File: src/rtl/gfs_defs.vh
// gfs_defs.vh: constants for the gate fault supervisor
// assumes a 200 MHz system clock; included by bare name
`ifndef GFS_DEFS_VH
`define GFS_DEFS_VH
`define GFS_CLK_MHZ        200
`define GFS_TICK_US        1000
`define GFS_TICK_CYC       (`GFS_TICK_US * `GFS_CLK_MHZ)
`define GFS_LINK_ALARM_MS  60000
`define GFS_RUN_HOLD_MS    300000
`define GFS_CHIRP_MS       5000
`define GFS_BLINK_MS       500
`define GFS_CHIRP_LEN_MS   50
`define GFS_BEEP_NORM_MS   500
`define GFS_BEEP_FAST_MS   250
`define GFS_DBL_B1_MS      100
`define GFS_DBL_GAP_MS     200
`define GFS_DBL_B2_MS      300
`define GFS_CODE_NONE      8'hff
`define GFS_CODE_REVERSAL  8'h00
`define GFS_CODE_RUN_OPEN  8'h01
`define GFS_CODE_RUN_CLOSE 8'h02
`define GFS_CODE_LINK      8'h03
`define GFS_CODE_FIRE      8'h04
`define GFS_CODE_MAINS     8'h05
`define GFS_CODE_PEER_TRAP 8'h06
`define GFS_CODE_LOW_AC    8'h07
`define GFS_CODE_TRAP_IN   8'h08
`define GFS_CODE_COMPAT    8'h09
`define GFS_CODE_STORE     8'h10
`define GFS_CODE_MOTOR_MIS 8'h11
`define GFS_CODE_MOTOR_BAD 8'h12
`endif

File: src/rtl/gfs_supervisor.v
// gfs_supervisor.v: fault supervision, error code and sounder control
// assumes all inputs synchronous to clk_i and button inputs are pulses
// Functional notes
// - reset button clears obstruction and overrun lockouts and storage fault, never moves gate
// - link loss blinks LED, only override moves
// - sensor trouble flagged, motion stays permitted
// - prestart beeps double rate under trouble
// - run alarm fast, lasts five minutes after
// - trouble annunciation clears when condition clears
// - run overrun locks out, constant alarm
// - double beep each five seconds until run
// - two reversals: code 00, alarm, disabled
// - link loss: code 03, alarm one minute
// - override full open: code 04 until stop
// - mains loss: code 05 until battery good
// - peer entrapment: code 06 until cleared
// - low supply: code 07 until supply good
// - input during lockout: code 08 until stop
// - compatibility mismatch: code 09 until reset
// - storage fault: code 10, reset retries
// - motor mismatch: code 11, retry on move
// - motor failure: code 12 permanently
// - double obstruction locks out, constant beeper
`timescale 1ns/1ps
`include "gfs_defs.vh"
module gfs_supervisor #(
   parameter TICK_CYC     = `GFS_TICK_CYC,      // cycles per millisecond
   parameter LINK_ALARM_MS = `GFS_LINK_ALARM_MS, // link alarm duration
   parameter RUN_HOLD_MS  = `GFS_RUN_HOLD_MS,   // run alarm hold after stop
   parameter CHIRP_MS     = `GFS_CHIRP_MS       // chirp and double beep period
) (
   input  wire       clk_i,          // system clock
   input  wire       rst_n_i,        // synchronous reset, active low
   input  wire       stop_btn_i,     // stop button press pulse
   input  wire       reset_btn_i,    // cover reset button press pulse
   input  wire       paired_i,       // dual gate installation enabled
   input  wire       peer_link_ok_i, // peer link connection healthy
   input  wire       override_i,     // emergency override input active
   input  wire       full_open_i,    // gate at open limit
   input  wire       cmd_open_i,     // user open or run command pulse
   input  wire       cmd_close_i,    // user close command pulse
   input  wire       input_act_i,    // any activation input pulse
   input  wire       obstruct_i,     // obstruction trigger pulse
   input  wire       reversal_i,     // safety reversal pulse
   input  wire       peer_reversal_i,// peer reversal pulse
   input  wire       limit_reached_i,// open or close limit reached pulse
   input  wire       runtime_over_i, // maximum run time exceeded pulse
   input  wire       moving_open_i,  // gate running in open direction
   input  wire       moving_i,       // gate running in either direction
   input  wire       prestart_i,     // pre-start delay active
   input  wire       mains_fail_i,   // fail safe action on mains loss pulse
   input  wire       batt_good_i,    // battery above 24 VDC
   input  wire       supply_good_i,  // low voltage supply above 20 VAC
   input  wire       peer_trap_i,    // peer controller in entrapment
   input  wire       compat_err_i,   // peer compatibility mismatch pulse
   input  wire       store_err_i,    // settings storage fault pulse
   input  wire       motor_mis_i,    // motor type mismatch seen
   input  wire       motor_bad_i,    // motor failure detected pulse
   input  wire       sens_low_batt_i,// obstacle sensor low battery
   input  wire       sens_tamper_i,  // obstacle sensor tamper
   input  wire       sens_missing_i, // obstacle sensor hourly report missed
   output reg        motion_ok_o,    // normal gate motion permitted
   output reg        override_ok_o,  // override motion permitted
   output reg        beeper_o,       // sounder drive
   output reg        link_led_o,     // peer link indicator
   output reg        run_led_o,      // max run time indicator
   output reg        trouble_o,      // sensor trouble flag
   output reg [7:0]  err_code_o      // two digit error code, ff when none
);
   localparam S_IDLE  = 3'b001;   // no run-time indication
   localparam S_ALARM = 3'b010;   // overrun lockout, constant alarm
   localparam S_DBL   = 3'b100;   // double beep until next operation
   localparam HALF_MS = `GFS_BLINK_MS;

   wire        tick;
   reg  [2:0]  run_st;
   reg         run_open;
   reg         rev_cnt;
   reg         obs_cnt;
   reg         trap;
   reg         f_rev, f_link_al, f_fire, f_mains, f_low_ac, f_trap_in;
   reg         f_compat, f_store, f_motor_mis, f_motor_bad;
   reg  [31:0] link_ms, hold_ms, chirp_ms, blink_ms;
   reg  [8:0]  beep_ms;
   reg         moving_d;
   reg  [7:0]  next_code;
   reg         next_beep;
   wire        clear_btn = stop_btn_i | reset_btn_i;
   wire        link_fail = paired_i & ~peer_link_ok_i;
   wire        trouble   = sens_low_batt_i | sens_tamper_i | sens_missing_i;
   wire        go_cmd    = cmd_open_i | cmd_close_i;

   gfs_timer #(
      .TICK_CYC (TICK_CYC)
   ) u_timer (
      .clk_i   (clk_i),
      .rst_n_i (rst_n_i),
      .tick_o  (tick)
   );

   // returns one while the pattern counter sits in the given window
   function in_win;
      input [31:0] t;
      input [31:0] lo;
      input [31:0] hi;
      begin
         in_win = (t >= lo) && (t < hi);
      end
   endfunction

   // entrapment and overrun lockout; buttons only clear, never start
   always @(posedge clk_i) begin
      if (!rst_n_i) begin
         trap     <= 1'b0;
         obs_cnt  <= 1'b0;
         run_st   <= S_IDLE;
         run_open <= 1'b0;
      end else begin
         case (run_st)
            S_IDLE: begin
               if (runtime_over_i) begin
                  run_st   <= S_ALARM;
                  run_open <= moving_open_i;
               end
            end
            S_ALARM: begin
               // button clears lockout only; a new overrun wins
               if (runtime_over_i)
                  run_open <= moving_open_i;
               else if (clear_btn)
                  run_st <= S_DBL;
            end
            S_DBL: begin
               if (runtime_over_i) begin
                  run_st   <= S_ALARM;
                  run_open <= moving_open_i;
               end else if (go_cmd)
                  run_st <= S_IDLE;
            end
            default: run_st <= S_IDLE;
         endcase
         // second obstruction before limit locks out
         if (obstruct_i && obs_cnt)
            trap <= 1'b1;
         else if (clear_btn)
            trap <= 1'b0;
         if (obstruct_i)
            obs_cnt <= 1'b1;
         else if (limit_reached_i || clear_btn)
            obs_cnt <= 1'b0;
      end
   end

   // latched fault flags; a set in the same cycle as a clear wins
   always @(posedge clk_i) begin
      if (!rst_n_i) begin
         rev_cnt     <= 1'b0;
         f_rev       <= 1'b0;
         f_fire      <= 1'b0;
         f_mains     <= 1'b0;
         f_low_ac    <= 1'b0;
         f_trap_in   <= 1'b0;
         f_compat    <= 1'b0;
         f_store     <= 1'b0;
         f_motor_mis <= 1'b0;
         f_motor_bad <= 1'b0;
      end else begin
         if ((reversal_i || peer_reversal_i) && rev_cnt)
            f_rev <= 1'b1;
         else if (stop_btn_i)
            f_rev <= 1'b0;
         if (reversal_i || peer_reversal_i)
            rev_cnt <= 1'b1;
         else if (stop_btn_i || limit_reached_i)
            rev_cnt <= 1'b0;
         if (override_i && full_open_i)
            f_fire <= 1'b1;
         else if (stop_btn_i)
            f_fire <= 1'b0;
         if (mains_fail_i)
            f_mains <= 1'b1;
         else if (batt_good_i)
            f_mains <= 1'b0;
         f_low_ac <= ~supply_good_i;
         if (input_act_i && (trap || run_st == S_ALARM))
            f_trap_in <= 1'b1;
         else if (stop_btn_i)
            f_trap_in <= 1'b0;
         if (compat_err_i)
            f_compat <= 1'b1;
         if (store_err_i)
            f_store <= 1'b1;
         else if (reset_btn_i)
            f_store <= 1'b0;
         // retry motor check on next move
         if (motor_mis_i)
            f_motor_mis <= 1'b1;
         else if (go_cmd)
            f_motor_mis <= 1'b0;
         if (motor_bad_i)
            f_motor_bad <= 1'b1;
      end
   end

   // millisecond timers for link alarm, run hold, chirp and blink
   always @(posedge clk_i) begin
      if (!rst_n_i) begin
         link_ms   <= 32'h0;
         f_link_al <= 1'b0;
         hold_ms   <= 32'h0;
         chirp_ms  <= 32'h0;
         blink_ms  <= 32'h0;
         beep_ms   <= 9'h0;
         moving_d  <= 1'b0;
      end else begin
         moving_d <= moving_i;
         // alarm one minute or until stop
         if (!link_fail) begin
            link_ms   <= 32'h0;
            f_link_al <= 1'b0;
         end else if (link_ms == 32'h0 && !f_link_al) begin
            link_ms   <= 32'h1;
            f_link_al <= 1'b1;
         end else if (stop_btn_i || link_ms >= LINK_ALARM_MS)
            f_link_al <= 1'b0;
         else if (tick && f_link_al)
            link_ms <= link_ms + 32'h1;
         if (moving_d && !moving_i && trouble)
            hold_ms <= RUN_HOLD_MS;
         else if (!trouble || moving_i)
            hold_ms <= 32'h0;
         else if (tick && hold_ms != 32'h0)
            hold_ms <= hold_ms - 32'h1;
         if (tick)
            chirp_ms <= (chirp_ms >= CHIRP_MS - 1) ? 32'h0 :
                        chirp_ms + 32'h1;
         if (tick)
            blink_ms <= (blink_ms >= 2 * HALF_MS - 1) ? 32'h0 :
                        blink_ms + 32'h1;
         if (tick)
            beep_ms <= beep_ms + 9'h1;
      end
   end

   // severity priority encoder for the code
   always @* begin
      next_code = `GFS_CODE_NONE;
      if (f_motor_bad)
         next_code = `GFS_CODE_MOTOR_BAD;
      else if (f_rev || trap)
         next_code = `GFS_CODE_REVERSAL;
      else if (run_st == S_ALARM)
         next_code = run_open ? `GFS_CODE_RUN_OPEN : `GFS_CODE_RUN_CLOSE;
      else if (f_trap_in)
         next_code = `GFS_CODE_TRAP_IN;
      else if (peer_trap_i)
         next_code = `GFS_CODE_PEER_TRAP;
      else if (f_store)
         next_code = `GFS_CODE_STORE;
      else if (f_motor_mis)
         next_code = `GFS_CODE_MOTOR_MIS;
      else if (f_compat)
         next_code = `GFS_CODE_COMPAT;
      else if (link_fail)
         next_code = `GFS_CODE_LINK;
      else if (f_mains)
         next_code = `GFS_CODE_MAINS;
      else if (f_low_ac)
         next_code = `GFS_CODE_LOW_AC;
      else if (f_fire)
         next_code = `GFS_CODE_FIRE;
   end

   // sounder source; constant alarms outrank trouble patterns
   always @* begin
      next_beep = 1'b0;
      if (f_rev || trap || run_st == S_ALARM || f_link_al)
         next_beep = 1'b1;
      else if (trouble && (prestart_i || moving_i))
         next_beep = beep_ms[7];
      else if (trouble && hold_ms != 32'h0)
         next_beep = beep_ms[7];
      else if (prestart_i || moving_i)
         next_beep = beep_ms[8];
      else if (run_st == S_DBL)
         next_beep = in_win(chirp_ms, 32'h0, `GFS_DBL_B1_MS) ||
                     in_win(chirp_ms, `GFS_DBL_GAP_MS, `GFS_DBL_B2_MS);
      else if (trouble)
         next_beep = in_win(chirp_ms, 32'h0, `GFS_CHIRP_LEN_MS);
   end

   // registered outputs
   always @(posedge clk_i) begin
      if (!rst_n_i) begin
         motion_ok_o   <= 1'b0;
         override_ok_o <= 1'b0;
         beeper_o      <= 1'b0;
         link_led_o    <= 1'b0;
         run_led_o     <= 1'b0;
         trouble_o     <= 1'b0;
         err_code_o    <= `GFS_CODE_NONE;
      end else begin
         motion_ok_o   <= (next_code == `GFS_CODE_NONE);
         override_ok_o <= (next_code == `GFS_CODE_NONE) ||
                          (next_code == `GFS_CODE_LINK);
         beeper_o      <= next_beep;
         link_led_o    <= link_fail && (blink_ms < HALF_MS);
         run_led_o     <= (run_st == S_ALARM);
         trouble_o     <= trouble;
         err_code_o    <= next_code;
      end
   end
endmodule // gfs_supervisor

File: src/rtl/gfs_timer.v
// gfs_timer.v: millisecond tick prescaler shared by all timed annunciations
// assumes a free running clock; tick is a one cycle pulse every millisecond
`timescale 1ns/1ps
`include "gfs_defs.vh"
module gfs_timer #(
   parameter TICK_CYC = `GFS_TICK_CYC
) (
   input  wire clk_i,    // system clock
   input  wire rst_n_i,  // synchronous reset, active low
   output reg  tick_o    // one cycle pulse per millisecond
);
   reg [31:0] cnt;

   // free running prescaler, wraps at the tick period
   always @(posedge clk_i) begin
      if (!rst_n_i) begin
         cnt    <= 32'h0;
         tick_o <= 1'b0;
      end else if (cnt == TICK_CYC - 1) begin
         cnt    <= 32'h0;
         tick_o <= 1'b1;
      end else begin
         cnt    <= cnt + 32'h1;
         tick_o <= 1'b0;
      end
   end
endmodule // gfs_timer

File: config.mk
export PLATFORM = sky130hd
export DESIGN_NAME = gfs_supervisor
export DESIGN_NICKNAME = d
export VERILOG_FILES = /design/src/rtl/gfs_supervisor.v /design/src/rtl/gfs_timer.v
export VERILOG_INCLUDE_DIRS = /design/src /design/src/rtl
export SDC_FILE = /design/constraint.sdc
export NUM_CORES = 1
export LEC_CHECK = 0
export BUFFER_PORTS_ARGS = -buffer_cell sky130_fd_sc_hd__buf_4
export CORE_ASPECT_RATIO = 1.5
export CORE_MARGIN = 5
export CORE_UTILIZATION = 61
export CTS_CLUSTER_SIZE = 10
export DETAILED_ROUTE_END_ITERATION = 7
export PLACE_DENSITY_LB_ADDON = 0.3
export SLEW_MARGIN = 20
export SYNTH_ARGS = -nofsm -noshare
export SYNTH_HDL_FRONTEND = slang
export SYNTH_SLANG_ARGS = --single-unit
File: constraint.sdc
create_clock -name clk_i -period 2.5 [get_ports clk_i]
set_input_delay 0.5 -clock clk_i [delete_from_list [all_inputs] [get_ports clk_i]]
set_output_delay 0.5 -clock clk_i [all_outputs]
set_load 0.01 [all_outputs]
======== Word level (Yosys, flattened, before mapping) ========
Index checks and enable logic that the tools add are counted.
word-level totals
  input port bits ......................... 30
  word-level logic and storage cells ...... 173
  bits in registers ....................... 202
  output and inout bits ................... 14
operators by class
  $add $sub $neg .......................... 6
  order comparisons ....................... 9
  bitwise gates (word level) .............. 10
  reduce and logical (&&, ||, !) cells .... 53
  equal/unequal tests ..................... 11
  multiplexer cells ....................... 52
operator list
  operator                                                     count
  adder 32 x 1 -> 32 bit, second input constant                4
  two-way mux 8 bit                                            12
  less-than comparator 32 x 9 -> 1 bit, second input constant  2
  two-way mux 32 bit                                           2
  two-way mux 19 bit                                           3
  equality test 32 x 18 -> 1 bit, second input constant        1
  >= comparator 32 x 1 -> 1 bit, second input constant         1
  >= comparator 32 x 10 -> 1 bit, second input constant        1
  >= comparator 32 x 13 -> 1 bit, second input constant        1
  >= comparator 32 x 16 -> 1 bit, second input constant        1
  >= comparator 32 x 8 -> 1 bit, second input constant         1
  zero test 32 bit                                             1
  less-than comparator 32 x 6 -> 1 bit, second input constant  1
  less-than comparator 32 x 7 -> 1 bit, second input constant  1
  nonzero test 32 bit                                          1
  subtractor 32 x 1 -> 32 bit, second input constant           1
  two-way mux 1 bit                                            28
  nonzero test 2 bit                                           11
  logical AND 1 bit                                            15
  two-way mux 3 bit                                            5
  logical OR 1 bit                                             12
  adder 9 x 1 -> 9 bit, second input constant                  1
  one-hot mux 3 bit (3 select lines)                           1
  OR reduction 3 bit                                           3
  other kinds (16)                                             31

======== Longest topological paths before layout ========
Gate-level depths: netlist of the first run.
  depth after elaboration ................. 14
  gate-level depth with buffers ........... 8
  depth with buffers taken out ............ 7

======== By module ========
From an unflattened synthesis of the first run, not the netlist that was laid out.
unflattened totals
  cells, all modules ...................... 1084
  area, all modules ....................... 9276.4 um2
by module, submodules not included
  module          instances  cells each  sequential area each (um2)  area each (um2)
  gfs_supervisor  1          872         3343.2                      7482.2
  gfs_timer       1          212         660.6                       1794.2

======== Worst setup path before layout of the first run ========
No wires, ideal clock.
  path kind ............................... register to register
  start ................................... reg hold_ms[0]
  end ..................................... reg hold_ms[5]
  path buffers ............................ 1
  clock period less this slack ............ 2072 ps
  data required time ...................... 2380 ps
  data arrival time ....................... 1952 ps
  path slack .............................. 428 ps
  library setup time ...................... 120 ps
  stages on the path, launching flop included .. 9
  cells stage by stage .................... dfxtp_1 -> inv_1 -> ha_1 -> nor4b_2 -> nand4_1 -> o31ai_4 -> buf_2 -> nor3_1 -> o31a_1
on the way
  longest elaborated chain between the ends .. 4
  elaborated cells between the ends (all ways) .. 7
  classes of those cells .................. add/sub: 1; mux: 3; reduce/logical: 3
RTL lines
  element                      RTL line              source
  from (decl)                  gfs_supervisor.v:83   reg [31:0] link_ms, hold_ms, chirp_ms, blink_ms;
  from (signal assigned)       gfs_supervisor.v:233  hold_ms <= hold_ms - 32'h1;
  subtractor 32 x 1 -> 32 bit  gfs_supervisor.v:233
  two-way mux 19 bit           gfs_supervisor.v:232  else if (tick && hold_ms != 32'h0)
  two-way mux 19 bit           gfs_supervisor.v:230  else if (!trouble || moving_i)
  two-way mux 19 bit           gfs_supervisor.v:228  if (moving_d && !moving_i && trouble)
Parallel ways exist; a longest one is shown, timed or not. The select of a mux whose other input is x is not followed.
A chain may end at the register's enable or synchronous reset.

======== Worst setup path in the final report of the first run ========
  start ................................... reg hold_ms[20]
  end ..................................... reg beeper_o
on the way
  longest elaborated chain between the ends .. 5
RTL lines
  element               RTL line              source
  nonzero test 32 bit   gfs_supervisor.v:281  else if (trouble && hold_ms != 32'h0)
  logical AND 1 bit     gfs_supervisor.v:281
  two-way mux 1 bit     gfs_supervisor.v:281
  two-way mux 1 bit     gfs_supervisor.v:279  else if (trouble && (prestart_i || moving_i))
  two-way mux 1 bit     gfs_supervisor.v:277  if (f_rev || trap || run_st == S_ALARM || f_link_al)
  to (signal assigned)  gfs_supervisor.v:306  beeper_o <= next_beep;
  to (decl)             gfs_supervisor.v:64   output reg beeper_o,
No other way between the ends.

==> results of run 1 <==
## area by class of cell
cell class,count,share of cell area (%)
multi-input combinational,770,47.26
timing repair buffer,70,5.182
clock buffer,23,4.507
inverter,27,0.9761
tap,199,2.398
clock inverter,9,1.109
sequential,200,38.56
## through the flow
step / utilization, % / total power, mW / hold slack, ns
after floorplan: - / 3.511 / 0.4258
after global placement: 65.47 / 3.614 / 0.4400
after detailed placement: 65.47 / 3.620 / 0.4440
after CTS: 69.38 / 6.323 / 0.2240
after global routing: 69.53 / 6.499 / 0.2252
final: 69.53 / 6.277 / 0.2367
## registers in the layout, summed over array words and instances (netlist names), 3 cells and up
signal,count
hold_ms,32
chirp_ms,32
u_timer.cnt,32
err_code_o,6
link_ms,32
run_st,3
beep_ms,9
blink_ms,32
## timing repair
| item | in CTS | in global routing |
|---|---|---|
| resized for setup | 0 | 3 |
| endpoints found under the setup margin | 0 | 3 |
| setup buffers | 0 | 1 |
## kinds of logic (layout without fill, tap and decap cells)
kind of cell             after synthesis  after routing
multiplexers                           5              5
buffers and inverters                 76            129
flip-flops                           200            200
AND/OR/NAND/NOR                      501            501
adder cells (fa/ha/maj)                8              8
XOR/XNOR                              89             89
AO/OA/AOI/OAI                        167            167
## layer usage
layer / wire, um / vias up
li1: - / 3862
met3: 514 / 41
met5: 0 / -
met4: 473 / 0
met1: 8372 / 3659
met2: 10100 / 123
## where the power goes
| part | internal (mW) | switching [mW] |
|---|---|---|
| clock | 1.54 | 1.19 |
| sequential | 3.22 | 0.0368 |
| combinational | 0.135 | 0.155 |
| total | 4.90 | 1.38 |
## worst min-delay path by stage
stage / startpoint / endpoint / slack, ns / cells past startpoint
6_report: supply_good_i / f_low_ac$_SDFF_PN0_ / 0.24 / 2
5_1_grt: supply_good_i / f_low_ac$_SDFF_PN0_ / 0.23 / 2
4_1_cts: supply_good_i / f_low_ac$_SDFF_PN0_ / 0.22 / 2
3_5_place_dp: link_ms[16]$_SDFFE_PP0P_ / link_ms[16]$_SDFFE_PP0P_ / 0.44 / 1
3_3_place_gp: u_timer.cnt[0]$_SDFF_PP0_ / u_timer.cnt[0]$_SDFF_PP0_ / 0.44 / 1
2_1_floorplan: u_timer.cnt[0]$_SDFF_PP0_ / u_timer.cnt[0]$_SDFF_PP0_ / 0.43 / 1
## cell usage in the layout (no fill, tap or decap), types with 4 or more instances in the layout
master	n
inv_1	27
o31a_1	8
nor3b_1	34
and4_1	17
nor4_1	42
or4_1	11
nand4_1	34
nor4_4	4
o31ai_1	12
a21oi_1	48
nand2_1	61
and3_1	17
dfxtp_1	200
nor2_1	110
buf_4	69
mux2i_1	5
o21ai_0	28
nand3_1	39
xor2_1	23
o21a_1	11
or2_2	4
clkbuf_16	17
a31oi_1	12
nor2b_1	13
ha_1	8
a21boi_0	6
clkbuf_1	4
nor3_1	33
xnor2_1	66
nand2b_1	6
and2_1	33
or3_1	25
o41ai_1	4
==> impl_metrics.toml, run 1 <==
[status]
outcome = "complete, no violations"

[pwr]
ir_drop_v = 0.0005903
p_leak_nw = 3.617
p_per_area_nw_per_um2 = 604.6

[routing]
ant_nets = 0
drt-total-wl_mm = 19.46
post_drt_via_cell_ratio = 5.921
drt_pass1_iterations = 5
drc = 0
drt_iter0_drc = 498
post_drt_wl_per_cell_um = 14.99
via_count = 7685

[place]
gp_congestion = 0.8472
dp_worst_setup_slack_ns = 0.1434
post_dp_cell_area_um2 = 9777
dp.cells = 1265
numPortBuffers = 43
dp_hpwl_mm = 13.43

[finish]
seq_area_um2 = 4004
multi_input_area_um2 = 4907
final_nets = 1124
final_cells = 1298
antenna_cells = 0
fin_area_um2 = 10380
area_growth_pct = 12.84
fillers = 1201
drive_gt1_share_pct = 11.10

[synthesis]
syn_inst = 1046
yosys.area.top_type_share_pct = 43.51
syn_nets = 1084
synthArstFlopShare_pct = 0
avgSynthCellArea_um2 = 8.797
synth-xor-area-share_pct = 8.472
synth_top_family_by_area = "simple AND/OR/NAND/NOR gates"
synth_edf_count = 0
ys_seq_area_share_pct = 43.51
synthAdderAreaFrac_pct = 1.088
synth_area_um2 = 9201
synth.distinct_cells = 67
ys.flop_type = "dfxtp_1"
synthTopCellsByCount = "200 x dfxtp_1, 110 x nor2_1, 66 x xnor2_1"
post-synth-top-count-cell = "dfxtp_1"
synth-simple-area-share_pct = 30.81
synthTopCellsByArea = "dfxtp_1 44%, xnor2_1 6.3%, nor2_1 4.5%"
yosys.area.top_type = "dfxtp_1"
synth_compound_area_share_pct = 12.17
ys_warn_count = 0
synthMuxAreaShare_pct = 0.5439
yosys_register_bits = 200

[critical_path]
cp.depth = 5
ff2ff_setup_slack_ns = 0.12
cp.arrival_ns = 2.70
slowest_stage = "nor4_4"
max_stage_delay_ns = 0.62
cp.required_ns = 2.82
critPathBufInv = 0
worstSetupStartpoint = "hold_ms[20]$_SDFFE_PP0P_"
r2r-end = "beeper_o$_SDFF_PN0_"
path_delay_family = "simple AND/OR/NAND/NOR gates"
worst-path-max-fanout = 7
critPathKind = "flip-flop to flip-flop"
path_cells = "nor4_4 -> nand3_2 -> or4_4 -> o21a_1 -> o311a_1"
crit_end = "beeper_o$_SDFF_PN0_"
r2r_start = "hold_ms[20]$_SDFFE_PP0P_"
crit_path_end_kind = "flip-flop"
worstSetupStartpointType = "flip-flop"
r2r_cells = 5

[timing]
finalSetupTns_ns = 0
setup_ws_ns = 0.1222
worst_pin_slew_ns = 0.6798
clock.fmax_ghz = 0.4206
finalMaxSlewViolations = 0
fin_crit_sh_pct = 95.11
rsz0062_at_grt = "false"
finalSetupViolCount = 0
fin_worst_skew_ns = 0.009662
hold_viol = 0
post-route-min-period_ns = 2.378
max-slew-margin-rel_pct = 54.58

[cts]
numCtsBuffers = 17
tritoncts = "done"
holdBufCountCts = 0
clk_latency_ns = 0.43
cts.sinks = 200
cts_root_buf = "clkbuf_16"
clkTransAtPathRegs_ns = 0.07
clockBufferDepth = 2
ctsHtreeMaxLevel = 4

[grt]
grt_pass1_wl_mm = 33.10
grt_use_met1_pct = 27.21
grt_max_degree = 33
use_met2_pct = 39.72
antenna_found_initial = 0
busiest_layer = "met2"
grt_pass1_vias = 7331
use_met3_pct = 4.061
grt_use_total_pct = 22.64
gr-total-overflow = 0

[die]
rows = 55
coreArea_um2 = 14930
design.die.area_um2 = 17690
chipHeight_um = 160.4
fp.dieW_um = 110.3
ioPinCount = 44
start_util_pct = 61.62

[run]
max_cap_viol_count = 0

[min_path]
hold_path_class = "input pin to flip-flop"
No activity file was read; power rests on OpenSTA's default activity.
==> inputs of run 2 (changes only) <==
RECOVER_POWER = 25   (was default)
==> run 2 against run 1 <==
Clock skew fell by 0.00095 ns. Total power fell by 0.26%. Routed wire length barely moved. Die area did not move. Non-clock buffer count did not move. First-iteration DRC count rose by 3.0%. Worst setup slack got worse by 0.0022 ns. Clock-buffer cell count did not move. Global-route usage did not move. Sequential power barely moved. Largest cell class unchanged. Highest routed layer unchanged.
==> impl_metrics.toml, run 2 (synthesis gave the netlist of run 1 again) <==
[grt]
antenna_found_initial = 0
grt_pass1_vias = 7331
grt_max_degree = 33
gr-total-overflow = 0
grt_pass1_wl_mm = 33.10
grt_use_total_pct = 22.64

[critical_path]
crit_path_end_kind = "flip-flop"
worst-path-max-fanout = 7
r2r_cells = 5
critPathKind = "flip-flop to flip-flop"
cp.arrival_ns = 2.70
r2r-end = "beeper_o$_SDFF_PN0_"
cp.required_ns = 2.82
r2r_start = "hold_ms[20]$_SDFFE_PP0P_"
worstSetupStartpointType = "flip-flop"
ff2ff_setup_slack_ns = 0.12

[pwr]
p_per_area_nw_per_um2 = 606.7
ir_drop_v = 0.0005897
p_leak_nw = 3.552
total_power_mw = 6.261

[timing]
post-route-min-period_ns = 2.380
worst_pin_slew_ns = 1.027
rsz0062_at_grt = "false"
clock.fmax_ghz = 0.4202
fin_worst_skew_ns = 0.008714
max-slew-margin-rel_pct = 31.55
fin_crit_sh_pct = 95.20
finalSetupTns_ns = 0
hold_viol = 0
finalSetupViolCount = 0
finalMaxSlewViolations = 0

[min_path]
hp-start = "supply_good_i"
hold_depth = 2
hold_path_end = "f_low_ac$_SDFF_PN0_"
hold_path_class = "input pin to flip-flop"

[place]
dp_hpwl_mm = 13.43
gp_congestion = 0.8472
numPortBuffers = 43
dp.cells = 1265

[cts]
ctsHtreeMaxLevel = 4
cts_root_buf = "clkbuf_16"
clk_latency_ns = 0.43
numCtsBuffers = 17
holdBufCountCts = 0
clkTransAtPathRegs_ns = 0.07
cts.sinks = 200
tritoncts = "done"
clockBufferDepth = 2

[finish]
final_cell_mix = "200 x dfxtp_1, 110 x nor2_1, 66 x xnor2_1"
drive_gt1_share_pct = 9.645
final_common_cell = "dfxtp_1"
final_cells = 1298
area_growth_pct = 12.16
antenna_cells = 0
final_nets = 1124
fillers = 1215

[die]
design.die.area_um2 = 17690
coreArea_um2 = 14930
start_util_pct = 61.62
chipHeight_um = 160.4
rows = 55
ioPinCount = 44
fp.dieW_um = 110.3

[routing]
via_count = 7652
drt_iter0_drc = 513
post_drt_wl_per_cell_um = 15.00
drt_pass1_iterations = 5
ant_nets = 0
drt-total-wl_mm = 19.47
drc = 0
post_drt_via_cell_ratio = 5.895

[status]
outcome = "complete, no violations"

[run]
max_cap_viol_count = 0
## run 2: worst max-delay path by stage
stage	end	startpoint
5_1_grt	beeper_o$_SDFF_PN0_	hold_ms[20]$_SDFFE_PP0P_
3_3_place_gp	hold_ms[18]$_SDFFE_PN0P_	hold_ms[0]$_SDFFE_PP0P_
6_report	beeper_o$_SDFF_PN0_	hold_ms[20]$_SDFFE_PP0P_
2_1_floorplan	hold_ms[5]$_SDFFE_PN0P_	hold_ms[0]$_SDFFE_PP0P_
4_1_cts	hold_ms[30]$_SDFFE_PP0P_	hold_ms[0]$_SDFFE_PP0P_
3_5_place_dp	hold_ms[30]$_SDFFE_PP0P_	hold_ms[0]$_SDFFE_PP0P_
## run 2: final cells by class
cell class,count,area (um2),area share (%)
clock buffer,23,467.9,4.534
inverter,27,101.3,0.9821
tap,199,249.0,2.413
clock inverter,9,115.1,1.115
sequential,200,4004,38.80
multi-input combinational,770,4907,47.55
timing repair buffer,70,475.5,4.607
## run 2: worst max-delay path, stage by stage, from the launching register on
cell	delay (ns)
dfxtp_1	0.37
nor4_4	0.62
nand3_2	0.23
or4_4	0.51
o21a_1	0.21
o311a_1	0.32
## run 2: timing repair
item                                    in CTS  in global routing
gates resized for setup                      0                  3
endpoints found under the setup margin       0                  3
buffers inserted                             0                  1
## run 2: routing by layer
layer	global-route usage, %	up-vias	part of all wire (%)
met5	0	-	0
met4	8.123	0	2.4
met3	4.061	37	2.6
met2	39.72	119	52
met1	27.21	3635	43
li1	-	3861	-
## run 2: power by group
part	leakage [nW]	internal (mW)	switching (mW)
combinational	1.65	0.123	0.156
sequential	1.62	3.22	0.0367
clock	0.278	1.54	1.19
total	3.55	4.88	1.38
## run 2: through the flow
stage / hold WS, ns / setup slack (ns) / cell area [um2] / util (%)
finish: 0.2379 / 0.1201 / 10320 / 69.11
detailed placement: 0.4440 / 0.1434 / 9777 / 65.47
global route: 0.2252 / 0.04352 / 10320 / 69.11
CTS: 0.2240 / 0.08754 / 10360 / 69.38
floorplan: 0.4258 / 0.4281 / 9201 / -
global placement: 0.4400 / 0.2700 / 9777 / 65.47
